## src/include/iim_pkg.sv

```systemverilog
/*
 * iim_pkg: constants, bit positions and carriers of the interrupt
 * mask and raw status block of the two-wire bus controller.
 * assumes: imported by the core, the flag cell and the bench.
 */
`default_nettype none
package iim_pkg;
    // register byte addresses as seen by the processor
    localparam logic [31:0] MASK_ADDR   = 32'h5000_1330;
    localparam logic [31:0] RAW_ADDR    = 32'h5000_1334;
    localparam int          DATA_W      = 16;
    localparam int          NUM_FLAGS   = 12;
    // raw and mask bit positions
    localparam int          B_RX_UNDER  = 0;
    localparam int          B_RX_OVER   = 1;
    localparam int          B_RX_FULL   = 2;
    localparam int          B_TX_OVER   = 3;
    localparam int          B_TX_EMPTY  = 4;
    localparam int          B_RD_REQ    = 5;
    localparam int          B_TX_ABORT  = 6;
    localparam int          B_SLV_DONE  = 7;
    localparam int          B_ACTIVITY  = 8;
    localparam int          B_STOP      = 9;
    localparam int          B_START     = 10;
    localparam int          B_BCAST     = 11;
    // reset values and writable bits
    localparam logic [15:0] MASK_RST    = 16'h08ff;
    localparam logic [15:0] MASK_WBITS  = 16'h0fff;
    localparam logic [15:0] RDATA_RST   = 16'h0000;
    // buffer depths and threshold field width
    localparam int          TX_DEPTH    = 32;
    localparam int          RX_DEPTH    = 32;
    localparam int          THR_W       = 5;

    // bus and buffer events from the controller core
    typedef struct packed {
        logic bcast_ack;    // general call address acknowledged
        logic start_seen;   // start or repeated start on the bus
        logic stop_seen;    // stop on the bus
        logic active;       // controller busy on the bus (level)
        logic slv_tx_nack;  // master did not ack our byte as slave tx
        logic tx_abort;     // transmit abort
        logic rd_req;       // remote master addressed us for read
        logic rx_push;      // byte received from the bus
        logic dc_write;     // processor writes the data-command register
        logic dc_read;      // processor reads the data-command register
    } iim_evt_s;

    // read strobes of the clear registers
    typedef struct packed {
        logic broadcast_clr;
        logic activity_clr;
        logic combined_clr;
        logic abort_clr;
        logic rd_req_clr;
    } iim_clr_s;
endpackage : iim_pkg
`default_nettype wire

```

## src/core/iim_flag.sv

```systemverilog
/*
 * iim_flag: one status flag, set wins over clear.
 * assumes: set and clr are synchronous to clk_i.
 */
`timescale 1ns/1ps
`default_nettype none
module iim_flag (
    input  wire logic clk_i,
    input  wire logic rst_b_i,
    input  wire logic set_i,
    input  wire logic clr_i,
    output var  logic q_o
);
    import iim_pkg::*;

    logic q_q;
    logic q_d;

    // an event in the clearing cycle is kept
    always_comb begin
        q_d = q_q;
        if (set_i) begin
            q_d = 1'b1;
        end else if (clr_i) begin
            q_d = 1'b0;
        end
    end

    // state register
    always_ff @(posedge clk_i or negedge rst_b_i) begin
        if (!rst_b_i) begin
            q_q <= 1'b0;
        end else begin
            q_q <= q_d;
        end
    end

    assign q_o = q_q;
endmodule : iim_flag
`default_nettype wire

```

## src/core/iim_core.sv

```systemverilog
/*
 * iim_core: raw interrupt status, mask register, masked status and
 * interrupt request of the two-wire bus controller, plus the buffer
 * gating that those flags imply.
 * assumes: a simple register port at printed byte addresses, events
 * and clear-register read strobes as one-cycle pulses on CLK_I.
 */
// Notes on behaviour
// mask bit gates same status bit; resets 0x8ff; bits 15:12 reserved.
// general call flag set only when general call address acknowledged.
// general call flag stays until disable or broadcast clear read.
// bytes after acknowledged general call go into receive buffer.
// start flag set on any start or repeated start.
// stop flag set on any stop.
// activity flag sticky; cleared by disable, clear reads, or reset.
// slave transmitter sets done flag on master's missing acknowledge.
// transmit abort flag set when transmit actions cannot complete.
// transmit buffer flushed while abort flag set, until abort clear read.
// read request sets flag and holds clock line low until serviced.
// processor answers read request by writing the data-command register.
// read request flag cleared right after its clear register read.
// transmit empty flag tracks level at or below threshold.
// while disabled transmit buffer flushed; empty flag follows activity.
// transmit overflow on write to full buffer; clears disabled and idle.
// receive full flag tracks level at or above threshold; clears disabled.
// receive overflow on byte to full buffer; byte acknowledged, dropped.
// receive underflow on data-command read of empty buffer.
// masked status is raw and mask; interrupt is OR of it.
`timescale 1ns/1ps
`default_nettype none
module iim_core #(
    parameter int TX_DEPTH = iim_pkg::TX_DEPTH,
    parameter int RX_DEPTH = iim_pkg::RX_DEPTH,
    parameter int TX_LW    = $clog2(TX_DEPTH + 1),
    parameter int RX_LW    = $clog2(RX_DEPTH + 1)
) (
    input  wire logic                         CLK_I,
    input  wire logic                         RST_B_I,
    input  wire logic [31:0]                  REG_ADDR_I,
    input  wire logic                         REG_WR_I,
    input  wire logic                         REG_RD_I,
    input  wire logic [iim_pkg::DATA_W-1:0]   REG_WDATA_I,
    output var  logic [iim_pkg::DATA_W-1:0]   REG_RDATA_O,
    input  wire iim_pkg::iim_evt_s            EVT_I,
    input  wire iim_pkg::iim_clr_s            CLR_I,
    input  wire logic                         CTRL_ENABLED_I,
    input  wire logic                         FSM_ACTIVE_I,
    input  wire logic [TX_LW-1:0]             TX_LEVEL_I,
    input  wire logic [iim_pkg::THR_W-1:0]    TX_THRESHOLD_I,
    input  wire logic [RX_LW-1:0]             RX_LEVEL_I,
    input  wire logic [iim_pkg::THR_W-1:0]    RX_THRESHOLD_I,
    output var  logic [iim_pkg::NUM_FLAGS-1:0] RAW_STATUS_O,
    output var  logic [iim_pkg::NUM_FLAGS-1:0] MASKED_STATUS_O,
    output var  logic                         IRQ_O,
    output var  logic                         TX_FLUSH_O,
    output var  logic                         TX_WRITE_O,
    output var  logic                         RX_WRITE_O,
    output var  logic                         SCL_HOLD_LOW_O
);
    import iim_pkg::*;

    // depths beyond the threshold field cannot be served
    if (TX_DEPTH < 1 || TX_DEPTH > 32 || RX_DEPTH < 1 || RX_DEPTH > 32) begin : g_chk
        $error("iim_core: buffer depth must be 1 to 32");
    end

    logic [DATA_W-1:0]    mask_q;
    logic [DATA_W-1:0]    mask_d;
    logic [DATA_W-1:0]    rdata_q;
    logic [DATA_W-1:0]    rdata_d;
    logic                 hold_q;
    logic                 hold_d;
    logic [NUM_FLAGS-1:0] set_c;
    logic [NUM_FLAGS-1:0] clr_c;
    logic [NUM_FLAGS-1:0] raw;
    logic [TX_LW-1:0]     tx_thr_c;
    logic [RX_LW-1:0]     rx_thr_c;
    logic                 tx_full_c;
    logic                 rx_full_c;
    logic                 tx_low_c;
    logic                 rx_high_c;
    logic                 off_c;
    logic                 off_idle_c;

    // oversized thresholds clamp to the buffer depth
    always_comb begin
        tx_thr_c = (int'(TX_THRESHOLD_I) > TX_DEPTH) ? TX_LW'(TX_DEPTH)
                                                     : TX_LW'(TX_THRESHOLD_I);
        rx_thr_c = (int'(RX_THRESHOLD_I) > RX_DEPTH - 1) ? RX_LW'(RX_DEPTH - 1)
                                                         : RX_LW'(RX_THRESHOLD_I);
    end

    // buffer conditions and enable states
    assign tx_full_c  = (TX_LEVEL_I == TX_LW'(TX_DEPTH));
    assign rx_full_c  = (RX_LEVEL_I == RX_LW'(RX_DEPTH));
    assign tx_low_c   = (TX_LEVEL_I <= tx_thr_c);
    // value 0 means one entry
    assign rx_high_c  = (RX_LEVEL_I > rx_thr_c);
    assign off_c      = !CTRL_ENABLED_I;
    assign off_idle_c = off_c && !FSM_ACTIVE_I;

    // set and clear terms of every status flag
    always_comb begin
        set_c = '0;
        clr_c = '0;
        // acknowledged general call
        set_c[B_BCAST]    = EVT_I.bcast_ack;
        // broadcast clear or disable
        clr_c[B_BCAST]    = CLR_I.broadcast_clr || CLR_I.combined_clr || off_c;
        // start seen
        set_c[B_START]    = EVT_I.start_seen;
        clr_c[B_START]    = CLR_I.combined_clr || off_c;
        // stop seen
        set_c[B_STOP]     = EVT_I.stop_seen;
        clr_c[B_STOP]     = CLR_I.combined_clr || off_c;
        // sticky activity capture
        set_c[B_ACTIVITY] = EVT_I.active;
        clr_c[B_ACTIVITY] = CLR_I.activity_clr || CLR_I.combined_clr || off_c;
        // slave transmit finished by nack
        set_c[B_SLV_DONE] = EVT_I.slv_tx_nack;
        clr_c[B_SLV_DONE] = CLR_I.combined_clr || off_c;
        // transmit abort
        set_c[B_TX_ABORT] = EVT_I.tx_abort;
        clr_c[B_TX_ABORT] = CLR_I.abort_clr || CLR_I.combined_clr;
        // read request
        set_c[B_RD_REQ]   = EVT_I.rd_req;
        // read request clear
        clr_c[B_RD_REQ]   = CLR_I.rd_req_clr || CLR_I.combined_clr || off_c;
        // tx level at or below threshold; R15: disabled follows activity
        set_c[B_TX_EMPTY] = CTRL_ENABLED_I ? tx_low_c : FSM_ACTIVE_I;
        clr_c[B_TX_EMPTY] = !set_c[B_TX_EMPTY];
        // write to a full transmit buffer
        set_c[B_TX_OVER]  = EVT_I.dc_write && tx_full_c;
        clr_c[B_TX_OVER]  = CLR_I.combined_clr || off_idle_c;
        // rx level at or above threshold, dropped on disable
        set_c[B_RX_FULL]  = CTRL_ENABLED_I && rx_high_c;
        clr_c[B_RX_FULL]  = !set_c[B_RX_FULL];
        // byte into a full receive buffer
        set_c[B_RX_OVER]  = EVT_I.rx_push && rx_full_c;
        clr_c[B_RX_OVER]  = CLR_I.combined_clr || off_idle_c;
        // read of an empty receive buffer
        set_c[B_RX_UNDER] = EVT_I.dc_read && (RX_LEVEL_I == '0);
        clr_c[B_RX_UNDER] = CLR_I.combined_clr || off_idle_c;
    end

    // one registered flag per status bit
    for (genvar i = 0; i < NUM_FLAGS; i++) begin : g_flag
        iim_flag u_flag (
            .clk_i   (CLK_I),
            .rst_b_i (RST_B_I),
            .set_i   (set_c[i]),
            .clr_i   (clr_c[i]),
            .q_o     (raw[i])
        );
    end

    // clock stretch until the processor supplies the byte
    always_comb begin
        hold_d = hold_q;
        if (EVT_I.rd_req) begin
            hold_d = 1'b1;
        end else if (EVT_I.dc_write || off_c) begin
            hold_d = 1'b0;
        end
    end

    // mask writes and register reads
    always_comb begin
        mask_d  = mask_q;
        rdata_d = rdata_q;
        if (REG_WR_I && REG_ADDR_I == MASK_ADDR) begin
            // reserved bits stay zero
            mask_d = REG_WDATA_I & MASK_WBITS;
        end
        if (REG_RD_I) begin
            unique case (REG_ADDR_I)
                MASK_ADDR: rdata_d = mask_q;
                RAW_ADDR:  rdata_d = {{(DATA_W - NUM_FLAGS){1'b0}}, raw};
                default:   rdata_d = RDATA_RST;
            endcase
        end
    end

    // register state
    always_ff @(posedge CLK_I or negedge RST_B_I) begin
        if (!RST_B_I) begin
            mask_q  <= MASK_RST;
            rdata_q <= RDATA_RST;
            hold_q  <= 1'b0;
        end else begin
            mask_q  <= mask_d;
            rdata_q <= rdata_d;
            hold_q  <= hold_d;
        end
    end

    // mask gating; R20: single request line
    assign RAW_STATUS_O    = raw;
    assign MASKED_STATUS_O = raw & mask_q[NUM_FLAGS-1:0];
    assign IRQ_O           = |MASKED_STATUS_O;
    assign REG_RDATA_O     = rdata_q;
    // hold clock low; R12: released by the processor's write
    assign SCL_HOLD_LOW_O  = hold_q;
    // flush while aborted; R15: flush while disabled
    assign TX_FLUSH_O      = raw[B_TX_ABORT] || off_c;
    // writes into a flushed or full buffer are dropped
    assign TX_WRITE_O      = EVT_I.dc_write && !tx_full_c && !TX_FLUSH_O;
    // general call data stored; R18: overflow byte dropped
    assign RX_WRITE_O      = EVT_I.rx_push && !rx_full_c && CTRL_ENABLED_I;
endmodule : iim_core
`default_nettype wire

```

## config.mk

```make
export PLATFORM = sky130hd
export DESIGN_NAME = iim_core
export DESIGN_NICKNAME = d
export VERILOG_FILES = /design/src/include/iim_pkg.sv /design/src/core/iim_flag.sv /design/src/core/iim_core.sv
export SDC_FILE = /design/constraint.sdc
export NUM_CORES = 1
export LEC_CHECK = 0
export ABC_AREA = 1
export BUFFER_PORTS_ARGS = -buffer_cell sky130_fd_sc_hd__buf_2
export CORE_MARGIN = 2
export CORE_UTILIZATION = 39
export CTS_CLUSTER_SIZE = 10
export DETAILED_ROUTE_END_ITERATION = 16
export PLACE_DENSITY_LB_ADDON = 0.05
export RECOVER_POWER = 50
export SYNTH_ARGS = -nofsm -noshare
export SYNTH_HDL_FRONTEND = slang
export SYNTH_SLANG_ARGS = --single-unit
export TNS_END_PERCENT = 1
```

## constraint.sdc

```tcl
create_clock -name CLK_I -period 1.1 [get_ports CLK_I]
set_clock_uncertainty 0.1 [all_clocks]
set_input_delay 0.055 -clock CLK_I [delete_from_list [all_inputs] [get_ports CLK_I]]
set_output_delay 0.055 -clock CLK_I [all_outputs]
set_load 0.02 [all_outputs]
```

==> flow_summary.rst, run 1 <==
.. list-table::
   :header-rows: 1

   * - Metric
     - Value
   * - Fin nets
     - 630
   * - Synth warnings
     - 0
   * - Cell area power density
     - 823.3 nW/um2
   * - GRT overflow
     - 0
   * - Area post-placement
     - 3328 um2
   * - Count of cells along the worst hold path
     - 4
   * - Largest area contributor in the synthesized netlist
     - dfrtp_1
   * - Effective utilization at floorplan
     - 40.51%
   * - Mux contribution to synthesized area
     - 0%
   * - Std-Cell Rows
     - 28
   * - Core area
     - 5921 um2
   * - Ranking of synthesized cells by area
     - dfrtp_1 (29%), nand2_1 (18%), dfstp_2 (9.9%)
   * - Worst path arrival time
     - 1.45 ns
   * - Yosys top cell area share
     - 29.21%
   * - Global routing's busiest layer
     - met2
   * - Number of cells on the worst reg-to-reg path
     - 6
   * - Via count of the first global-routing pass
     - 2655
   * - TritonCTS clock tree
     - done
   * - Path class of the lowest-slack min-delay path
     - primary input to register
   * - Global-route wire length before repair
     - 11650 um
   * - Global routing usage summed across all routing layers
     - 22.49%
   * - Insertion delay to the later sink of the worst-skew pair
     - 0.29 ns
   * - Yosys cell types
     - 26
   * - Clock root buffer
     - clkbuf_8
   * - Crit. End Element
     - primary output
   * - Ports placed on the boundary
     - 136
   * - Post-synthesis sequential area ratio
     - 39.07%
   * - Register-to-register setup slack
     - 0.03 ns
   * - Compound-cell area share of the yosys netlist
     - 7.929%
   * - Dominant combinational cell family by area after synthesis
     - simple AND/OR/NAND/NOR gates
   * - Buffer levels on the longest clock path
     - 2
   * - Critical setup path kind
     - register to primary output
   * - Required time of the critical path
     - 0.94 ns
   * - Total wirelength of the detailed-routed design
     - 7164 um
   * - Largest net degree at the start of global routing
     - 38
   * - Final Max Slew Viols
     - 0
   * - Cell area after synthesis
     - 2399 um2
   * - Overall die area
     - 6793 um2
   * - Most frequent cells in the layout
     - nand2_1 (112), buf_2 (101), inv_1 (41), buf_6 (39), buf_4 (33)
   * - Number of setup violations in the final report
     - 21
   * - Post-route design area
     - 4003 um2
   * - Number of remaining DRC errors
     - 0
   * - Number of register bits inferred by synthesis
     - 37
   * - Met2 Usage GRT
     - 38.63%
   * - Clk slew on worst S/H paths
     - 0.07 ns
   * - Vias per std cell
     - 4.483
   * - Leakage Power
     - 2.343 nW
   * - Worst voltage drop across the vdd grid
     - 0.5633 mV
   * - WL per Instance
     - 11.84 um
   * - Number of violations of the max-capacitance limit
     - 0
   * - Num CTS Buffers
     - 5
   * - Global-route met1 utilization
     - 28.43%
   * - Setup repair after global routing missed its margin
     - yes
   * - Highest attainable clock frequency
     - 621.4 MHz
   * - Vias after detailed routing
     - 2712
   * - Worst setup SP type
     - register
   * - Count of mapped cells out of synthesis
     - 339
   * - Height of the chip
     - 82.42 um
   * - Number of buffers inserted by port buffering
     - 127
   * - Smallest setup slack after layout
     - -0.5094 ns
   * - Hold wc startpoint
     - TX_LEVEL_I[0]
   * - Area share of xor/xnor cells in the synthesized design
     - 0%
   * - DP HPWL
     - 5349 um
   * - Worst slack on hold paths
     - -0.008156 ns
   * - Simple logic cell fraction of the synthesized area
     - 31.77%
   * - Final count of hold timing violations
     - 1
   * - Post-DRT Antenna Nets
     - 0
   * - Placer's final routability congestion estimate
     - 0.8274
   * - Met3 Usage GRT
     - 4.565%
   * - Status
     - finished with violations
   * - Share of synthesized cell area in full adder, half adder and majority cells
     - 5.216%
   * - Worst Path Max Fanout
     - 2
   * - Area growth from synthesis to layout
     - 66.88%
   * - Per-instance average area after synthesis
     - 7.075 um2
   * - Fraction of final layout cells with drive strength greater than 1
     - 41.13%
   * - Most common library cell in the layout ignoring fill and taps
     - nand2_1
   * - Failing checks
     - hold timing, setup timing
   * - Fin crit share
     - 146.3%
   * - Startpoint of the worst setup timing path
     - g_flag[3].u_flag.q_o
   * - Count of TritonRoute iterations in the first routing pass
     - 4
   * - H-tree Lvls
     - 2
   * - Clock sink count
     - 37
   * - RR Startpoint
     - g_flag[3].u_flag.q_o
   * - Number of diodes
     - 0
   * - Minimum clock period
     - 1.609 ns
   * - Number of antenna violations at the first check in global routing
     - 0
   * - Die extent in x
     - 82.42 um
   * - First DRT Iteration DRCs
     - 78
-- flip-flops by register name, indices dropped and copies added (netlist names) --
signal and flops:
SCL_HOLD_LOW_O 1, g_flag.u_flag.q_o 12, REG_RDATA_O 12, mask_q 12
-- where the power goes --
| part | leakage [nW] | internal, mW | total, mW | switching [mW] |
|---|---|---|---|---|
| logic | 1.82 | 0.365 | 0.676 | 0.311 |
| registers | 0.459 | 1.39 | 1.41 | 0.0244 |
| clock network | 0.0585 | 0.739 | 1.21 | 0.467 |
-- final timing paths --
| path | to |
|---|---|
| worst max-delay path | IRQ_O |
| worst min-delay path | g_flag[3].u_flag.q_o |
| worst max register to register | REG_RDATA_O[3] |
| worst min register to register | REG_RDATA_O[2] |
| max in group asynchronous | mask_q[7] |
| min in group asynchronous | REG_RDATA_O[6] |
-- cell type report --
class | count | area, um2
fillers | 501 | 1918
repair buffers | 206 | 1514
flip-flops and latches | 37 | 937.1
clock buffers | 7 | 86.33
inverters | 53 | 198.9
clock inverters | 1 | 30.03
well taps | 75 | 93.84
multi-input cells | 226 | 1142
-- logic make-up after synthesis --
logic type                 count (synthesis)
and+or+nand+nor                          181
buffers and inverters                     79
DFF                                       37
AOI/OAI and AO/OA                         31
adders and majority gates                 10
other                                      1
-- layer usage --
layer | up-vias | routed length [um]
met4 | 0 | 89
li1 | 1418 | -
met3 | 11 | 470
met1 | 1192 | 3036
met2 | 91 | 3568
met5 | - | 0
-- what timing repair did --
item | 4_1_cts | 5_1_grt
pin swaps | 1 | 10
hold buffers | 31 | 0
setup buffers | 0 | 1
hold endpoints to repair | 67 | 0
endpoints found under the setup margin | 27 | 41
resized for setup | 56 | 24
-- stage by stage --
step	TNS (ns)	std cells	power (mW)	worst slack, ns	utilization [%]
floorplan	-0.07996	342	1.694	-0.05468	-
global placement	-2.996	565	1.968	-0.1779	56.21
detailed placement	-3.409	565	1.979	-0.1898	56.21
CTS	-2.918	604	3.324	-0.4905	66.25
global route	-4.391	605	3.467	-0.6092	67.60
finish	-3.066	605	3.295	-0.5094	67.60
-- Yosys cell counts (all sizes together) --
library cell / n
inv: 53
dfstp: 9
nand3: 29
nor4: 3
nor3: 4
o21bai: 1
dfrtp: 28
buf: 25
clkbuf: 1
o221ai: 2
o21ai: 17
a21oi: 4
ha: 10
a31o: 6
and2: 2
nor2: 29
nand3b: 1
conb: 1
nand2: 113
o21a: 1
-- worst max-delay path, cell delays in order (launching register included) --
cell and delay (ns):
dfrtp_1 0.40, nand2_1 0.09, inv_2 0.04, nor4_2 0.25, buf_4 0.17, nand3_4 0.07
buf_6 0.15
(Power assumes the default switching activity.)
==> run 2, diff against run 1 <==
--- a/config.mk
+++ b/config.mk
@@ -9,6 +9,7 @@
 export BUFFER_PORTS_ARGS = -buffer_cell sky130_fd_sc_hd__buf_2
 export CORE_MARGIN = 2
 export CORE_UTILIZATION = 39
+export CTS_BUF_LIST = sky130_fd_sc_hd__clkbuf_4
 export CTS_CLUSTER_SIZE = 10
 export DETAILED_ROUTE_END_ITERATION = 16
 export PLACE_DENSITY_LB_ADDON = 0.05
==> run 2 against run 1 <==
Against the previous run:
- the flow still finishes with violations (hold timing, setup timing)
- maximum frequency is 3.1% lower
- global-route usage is 0.056 points lower
- critical path depth stayed put
- cell count is 0.33% higher
- register-to-register slack worse by 0.02 ns
- largest cell class unchanged
==> flow_summary.rst, run 2 (same netlist as run 1, synthesis figures left out) <==
.. list-table::
   :header-rows: 1

   * - Metric
     - Value
   * - Std-Cell Rows
     - 28
   * - Most common library cell in the layout ignoring fill and taps
     - nand2_1
   * - Clock sink count
     - 37
   * - Clk slew on worst S/H paths
     - 0.11 ns
   * - Core area
     - 5921 um2
   * - Number of setup violations in the final report
     - 27
   * - Global-route wire length before repair
     - 11610 um
   * - Crit. End Element
     - primary output
   * - Smallest setup slack after layout
     - -0.5608 ns
   * - Final Max Slew Viols
     - 0
   * - Critical setup path kind
     - register to primary output
   * - DP HPWL
     - 5349 um
   * - Setup repair after global routing missed its margin
     - yes
   * - Die extent in x
     - 82.42 um
   * - Height of the chip
     - 82.42 um
   * - Worst path arrival time
     - 1.51 ns
   * - Most frequent cells in the layout
     - nand2_1 (109), buf_2 (100), inv_1 (41), buf_6 (41), buf_4 (34)
   * - Worst Path Max Fanout
     - 2
   * - Minimum clock period
     - 1.661 ns
   * - Final count of hold timing violations
     - 1
   * - Overall Power
     - 3.048 mW
   * - Global routing usage summed across all routing layers
     - 22.43%
   * - Worst setup SP type
     - register
   * - Ports placed on the boundary
     - 136
   * - Total wirelength of the detailed-routed design
     - 7337 um
   * - Number of buffers inserted by port buffering
     - 127
   * - Area growth from synthesis to layout
     - 67.08%
   * - Accumulated negative setup slack
     - -4.765 ns
   * - Worst voltage drop across the vdd grid
     - 0.5501 mV
   * - Required time of the critical path
     - 0.94 ns
   * - Path class of the lowest-slack min-delay path
     - primary input to register
   * - Buffer levels on the longest clock path
     - 2
   * - Fraction of final layout cells with drive strength greater than 1
     - 42.11%
   * - Insertion delay to the later sink of the worst-skew pair
     - 0.34 ns
   * - Highest attainable clock frequency
     - 602.1 MHz
   * - Failing checks
     - hold timing, setup timing
   * - Overall die area
     - 6793 um2
   * - Largest net degree at the start of global routing
     - 38
   * - Leakage Power
     - 2.343 nW
   * - Worst-margin pin slew
     - 0.5015 ns
   * - First DRT Iteration DRCs
     - 76
   * - Cell area power density
     - 760.7 nW/um2
   * - Number of diodes
     - 0
   * - Hold Buf Count CTS
     - 33
   * - Setup slack at placement
     - -0.1898 ns
   * - Num CTS Buffers
     - 5
   * - Clock root buffer
     - clkbuf_4
   * - Number of remaining DRC errors
     - 0
   * - Count of TritonRoute iterations in the first routing pass
     - 4
   * - Vias after detailed routing
     - 2747
   * - Status
     - finished with violations
   * - Effective utilization at floorplan
     - 40.51%
   * - Vias per std cell
     - 4.526
   * - GRT overflow
     - 0
   * - TritonCTS clock tree
     - done
   * - Post-DRT Antenna Nets
     - 0
   * - Headroom to the max-slew limit
     - 66.56%
   * - Placer's final routability congestion estimate
     - 0.8274
   * - H-tree Lvls
     - 2
   * - Fin crit share
     - 151.0%
   * - WL per Instance
     - 12.09 um
   * - Fin nets
     - 632
   * - Via count of the first global-routing pass
     - 2676
   * - Number of violations of the max-capacitance limit
     - 0
   * - Worst slack on hold paths
     - -0.07441 ns
   * - Number of antenna violations at the first check in global routing
     - 0
run 2: path summary, 6_finish.rpt:
path                                 startpoint                    to  slack [ns]  cells past startpoint
hold / removal                    TX_LEVEL_I[0]  g_flag[3].u_flag.q_o       -0.07                      4
max in group asynchronous               RST_B_I  g_flag[6].u_flag.q_o        0.30                      3
min in group asynchronous               RST_B_I        REG_RDATA_O[6]        0.22                      3
hold reg to reg                  REG_RDATA_O[0]        REG_RDATA_O[0]        0.38                      2
setup reg to reg           g_flag[3].u_flag.q_o        REG_RDATA_O[3]        0.01                      6
setup / recovery           g_flag[3].u_flag.q_o                 IRQ_O       -0.56                      6
run 2: critical path, cell delays in order, from the launching register on:
cell,delay (ns)
dfrtp_1,0.42
nand2_2,0.08
inv_2,0.04
nor4_2,0.25
buf_4,0.17
nand3_4,0.07
buf_6,0.15
run 2: area by class of cell:
| cell class | count | area [um2] |
|---|---|---|
| Sequential cell | 37 | 938.4 |
| Clock buffer | 6 | 45.04 |
| Multi-Input combinational cell | 226 | 1150 |
| Timing Repair Buffer | 208 | 1545 |
| Fill cell | 501 | 1913 |
| Tap cell | 75 | 93.84 |
| Inverter | 53 | 201.4 |
| Clock inverter | 2 | 33.78 |
run 2: per-stage QoR:
stage          cell area, um2  instances  utilization, %
2_1_floorplan            2415        342               -
3_3_place_gp             3328        565           56.21
3_5_place_dp             3328        565           56.21
4_1_cts                  3905        606           65.96
5_1_grt                  4008        607           67.69
6_report                 4008        607           67.69
run 2: layer usage:
layer	global-route usage, %	share of wire (%)
met3	4.565	6.2
met5	0	0
met1	27.64	42
met4	6.667	2.4
met2	39.35	50
run 2: repair_timing:
item                                   CTS  global route
setup endpoints to repair               27            43
buffers inserted                         0             1
pin swaps                                1             7
endpoints found under the hold margin   73             1
gates resized for setup                 56            31
run 2: where the power goes:
group / internal (mW) / total (mW) / switching (mW)
clock: 0.498 / 0.948 / 0.450
combinational: 0.373 / 0.686 / 0.313
sequential: 1.39 / 1.41 / 0.0257
==> run 3, diff against run 2 <==
--- a/config.mk
+++ b/config.mk
@@ -5,7 +5,6 @@
 export SDC_FILE = /design/constraint.sdc
 export NUM_CORES = 1
 export LEC_CHECK = 0
-export ABC_AREA = 1
 export BUFFER_PORTS_ARGS = -buffer_cell sky130_fd_sc_hd__buf_2
 export CORE_MARGIN = 2
 export CORE_UTILIZATION = 39
@@ -17,4 +16,4 @@
 export SYNTH_ARGS = -nofsm -noshare
 export SYNTH_HDL_FRONTEND = slang
 export SYNTH_SLANG_ARGS = --single-unit
-export TNS_END_PERCENT = 1
+export TNS_END_PERCENT = 10
==> run 3 against run 2 <==
Against the previous run:
- the run still ends with hold timing, setup timing left
- die area shrank 5.7%
- largest power group unchanged
- highest routed layer unchanged
- critical path depth shrank 2
- maximum frequency is essentially flat
- first-iteration DRC count shrank 41%
- largest cell class unchanged
- setup slack lost 0.0015 ns
- cell count shrank 24%
==> flow_summary.rst, run 3 <==
.. list-table::
   :header-rows: 1

   * - Metric
     - Value
   * - Post-synthesis sequential area ratio
     - 41.54%
   * - Cell area after synthesis
     - 2256 um2
   * - GRT overflow
     - 0
   * - Synth warnings
     - 0
   * - Most frequent cells in the layout
     - buf_2 (98), buf_6 (43), dlygate4sd3_1 (32), dfrtp_1 (28), buf_4 (20)
   * - Post-DRT Antenna Nets
     - 0
   * - Most common library cell in the layout ignoring fill and taps
     - buf_2
   * - Setup slack at placement
     - -0.5381 ns
   * - Crit. End Element
     - primary output
   * - Fin crit share
     - 151.1%
   * - Number of antenna violations at the first check in global routing
     - 0
   * - Post-Route Utilization
     - 69.92%
   * - Number of buffers inserted by port buffering
     - 127
   * - Total wirelength of the detailed-routed design
     - 6517 um
   * - Post-placement cell count
     - 418
   * - Setup repair after global routing missed its margin
     - yes
   * - Yosys cell types
     - 38
   * - Leading cell type by number of instances after synthesis
     - dfrtp_1
   * - Non-Filler Instances
     - 460
   * - Yosys top cell area share
     - 31.06%
   * - Vias after detailed routing
     - 2165
   * - Std-Cell Rows
     - 27
   * - Num CTS Buffers
     - 5
   * - Final Max Slew Viols
     - 0
   * - Top cell types by occurrence after synthesis
     - dfrtp_1 (28), inv_1 (17), buf_4 (16), mux2_2 (14)
   * - Count of mapped cells out of synthesis
     - 203
   * - First DRT Iteration DRCs
     - 45
   * - Insertion delay to the later sink of the worst-skew pair
     - 0.33 ns
   * - Effective utilization at floorplan
     - 40.72%
   * - Highest attainable clock frequency
     - 601.6 MHz
   * - Status
     - finished with violations
   * - Final count of hold timing violations
     - 1
   * - Largest net degree at the start of global routing
     - 38
   * - Global-route wire length before repair
     - 10230 um
   * - Worst Path Max Fanout
     - 2
   * - Number of diodes
     - 0
   * - Accumulated negative setup slack
     - -8.037 ns
   * - DP HPWL
     - 4680 um
   * - Filler cells
     - 415
   * - Failing checks
     - hold timing, setup timing
   * - Height of the chip
     - 80.06 um
   * - Number of violations of the max-capacitance limit
     - 0
   * - Cell at the slowest stage of the critical path
     - dfstp_2
   * - Placer's final routability congestion estimate
     - 0.8082
   * - Crit path cell chain
     - and2_4 -> nor4_4 -> nand4_1 -> buf_4
   * - Count of TritonRoute iterations in the first routing pass
     - 4
   * - Area growth from synthesis to layout
     - 71.71%
   * - Number of register bits inferred by synthesis
     - 37
   * - Most used flip-flop cell after synthesis
     - dfrtp_1
   * - Per-instance average area after synthesis
     - 11.11 um2
   * - Worst slack on hold paths
     - -0.06517 ns
   * - Clock sink count
     - 37
   * - Cell area power density
     - 733.1 nW/um2
   * - Global routing usage summed across all routing layers
     - 20.67%
   * - Largest area contributor in the synthesized netlist
     - dfrtp_1
   * - Fraction of final layout cells with drive strength greater than 1
     - 60.57%
   * - Hold Buf Count CTS
     - 32
   * - WL per Instance
     - 14.17 um
   * - Worst-margin pin slew
     - 0.6817 ns
   * - Fin nets
     - 488
   * - Clock root buffer
     - clkbuf_4
   * - Critical setup path kind
     - register to primary output
   * - Share of synthesized flip-flops with an asynchronous set or reset
     - 100.0%
   * - Ports placed on the boundary
     - 136
   * - Worst voltage drop across the vdd grid
     - 0.4353 mV
   * - Overall die area
     - 6409 um2
   * - Via count of the first global-routing pass
     - 2152
   * - Headroom to the max-slew limit
     - 54.46%
   * - Post-synth EDFFs
     - 0
   * - Smallest setup slack after layout
     - -0.5622 ns
   * - Required time of the critical path
     - 0.94 ns
   * - H-tree Lvls
     - 2
   * - Core area
     - 5540 um2
   * - Worst setup SP type
     - register
   * - Vias per std cell
     - 4.707
   * - Clk slew on worst S/H paths
     - 0.11 ns
   * - TritonCTS clock tree
     - done
   * - Buffer levels on the longest clock path
     - 2
   * - Leakage Power
     - 2.029 nW
   * - Critical path's largest stage delay
     - 0.39 ns
   * - Worst path arrival time
     - 1.51 ns
   * - Ranking of synthesized cells by area
     - dfrtp_1 (31%), dfstp_2 (10%), mux2_2 (7.0%)
   * - Minimum clock period
     - 1.662 ns
   * - Number of remaining DRC errors
     - 0
   * - Die extent in x
     - 80.06 um
   * - Path class of the lowest-slack min-delay path
     - primary input to register
   * - Number of setup violations in the final report
     - 48
## run 3: cell count changes after synthesis, moves of 12 or more
| cell | before | now |
|---|---|---|
| nand3_1 | 29 | 2 |
| mux2_2 | 0 | 14 |
| nor2_1 | 26 | 6 |
| inv_1 | 53 | 17 |
| nand2_1 | 112 | 4 |
| mux2i_1 | 0 | 12 |
## run 3: repair_timing
action / in CTS / in global routing
endpoints found under the setup margin: 48 / 60
cloned: 0 / 0
hold endpoints to repair: 62 / 1
setup buffers: 3 / 2
resized for setup: 74 / 17
pin swaps: 7 / 2
## run 3: metrics by stage
stage,power (mW),instance area [um2]
global placement,1.982,3177
finish,2.840,3874
floorplan,1.699,2302
CTS,2.844,3825
detailed placement,1.988,3177
global route,3.001,3874
## run 3: critical path: cells and delay by family (launching register included)
| kind | cells | cell delay, ns |
|---|---|---|
| flops | 1 | 0.39 |
| simple gates | 3 | 0.61 |
| buf+inv | 1 | 0.18 |
## run 3: cells by family after synthesis
| kind of cell | share of synthesized area, % |
|---|---|
| AO/OA/AOI/OAI | 7.487 |
| adder cells (fa/ha/maj) | 5.546 |
| buffers and inverters | 9.539 |
| flip-flops | 41.54 |
| multiplexers | 18.97 |
| other | 0.1662 |
| AND/OR/NAND/NOR | 16.75 |
## run 3: area by class of cell
type	instances	area [um2]	share of cell area, %
well taps	72	90.09	2.326
multi-input cells	130	1235	31.88
clock buffers	6	45.04	1.163
clock inverters	2	10.01	0.2584
flip-flops and latches	37	937.1	24.19
inverters	17	63.81	1.647
repair buffers	196	1493	38.53
## run 3: final timing paths
path / startpoint / endpoint / slack [ns] / cells after the start
min: TX_LEVEL_I[4] / g_flag[3].u_flag.q_o / -0.07 / 3
max in group asynchronous: RST_B_I / mask_q[2] / 0.29 / 3
max: mask_q[0] / IRQ_O / -0.56 / 4
min in group asynchronous: RST_B_I / g_flag[7].u_flag.q_o / 0.24 / 3
max reg2reg: g_flag[6].u_flag.q_o / REG_RDATA_O[6] / -0.21 / 5
min reg2reg: REG_RDATA_O[4] / REG_RDATA_O[4] / 0.42 / 1
## run 3: routing by layer
metal / share of wire [%] / up-vias / GRT usage, %
met4: 0.78 / 0 / 4.576
met5: 0 / - / 0
li1: - / 1077 / -
met2: 53 / 82 / 36.17
met1: 41 / 1000 / 25.91
met3: 5.5 / 6 / 4.719
## run 3: power by group
part	internal (mW)	leakage, nW	switching [mW]
clock network	0.269	0.0354	0.451
logic	0.404	1.53	0.305
registers	1.39	0.459	0.0235
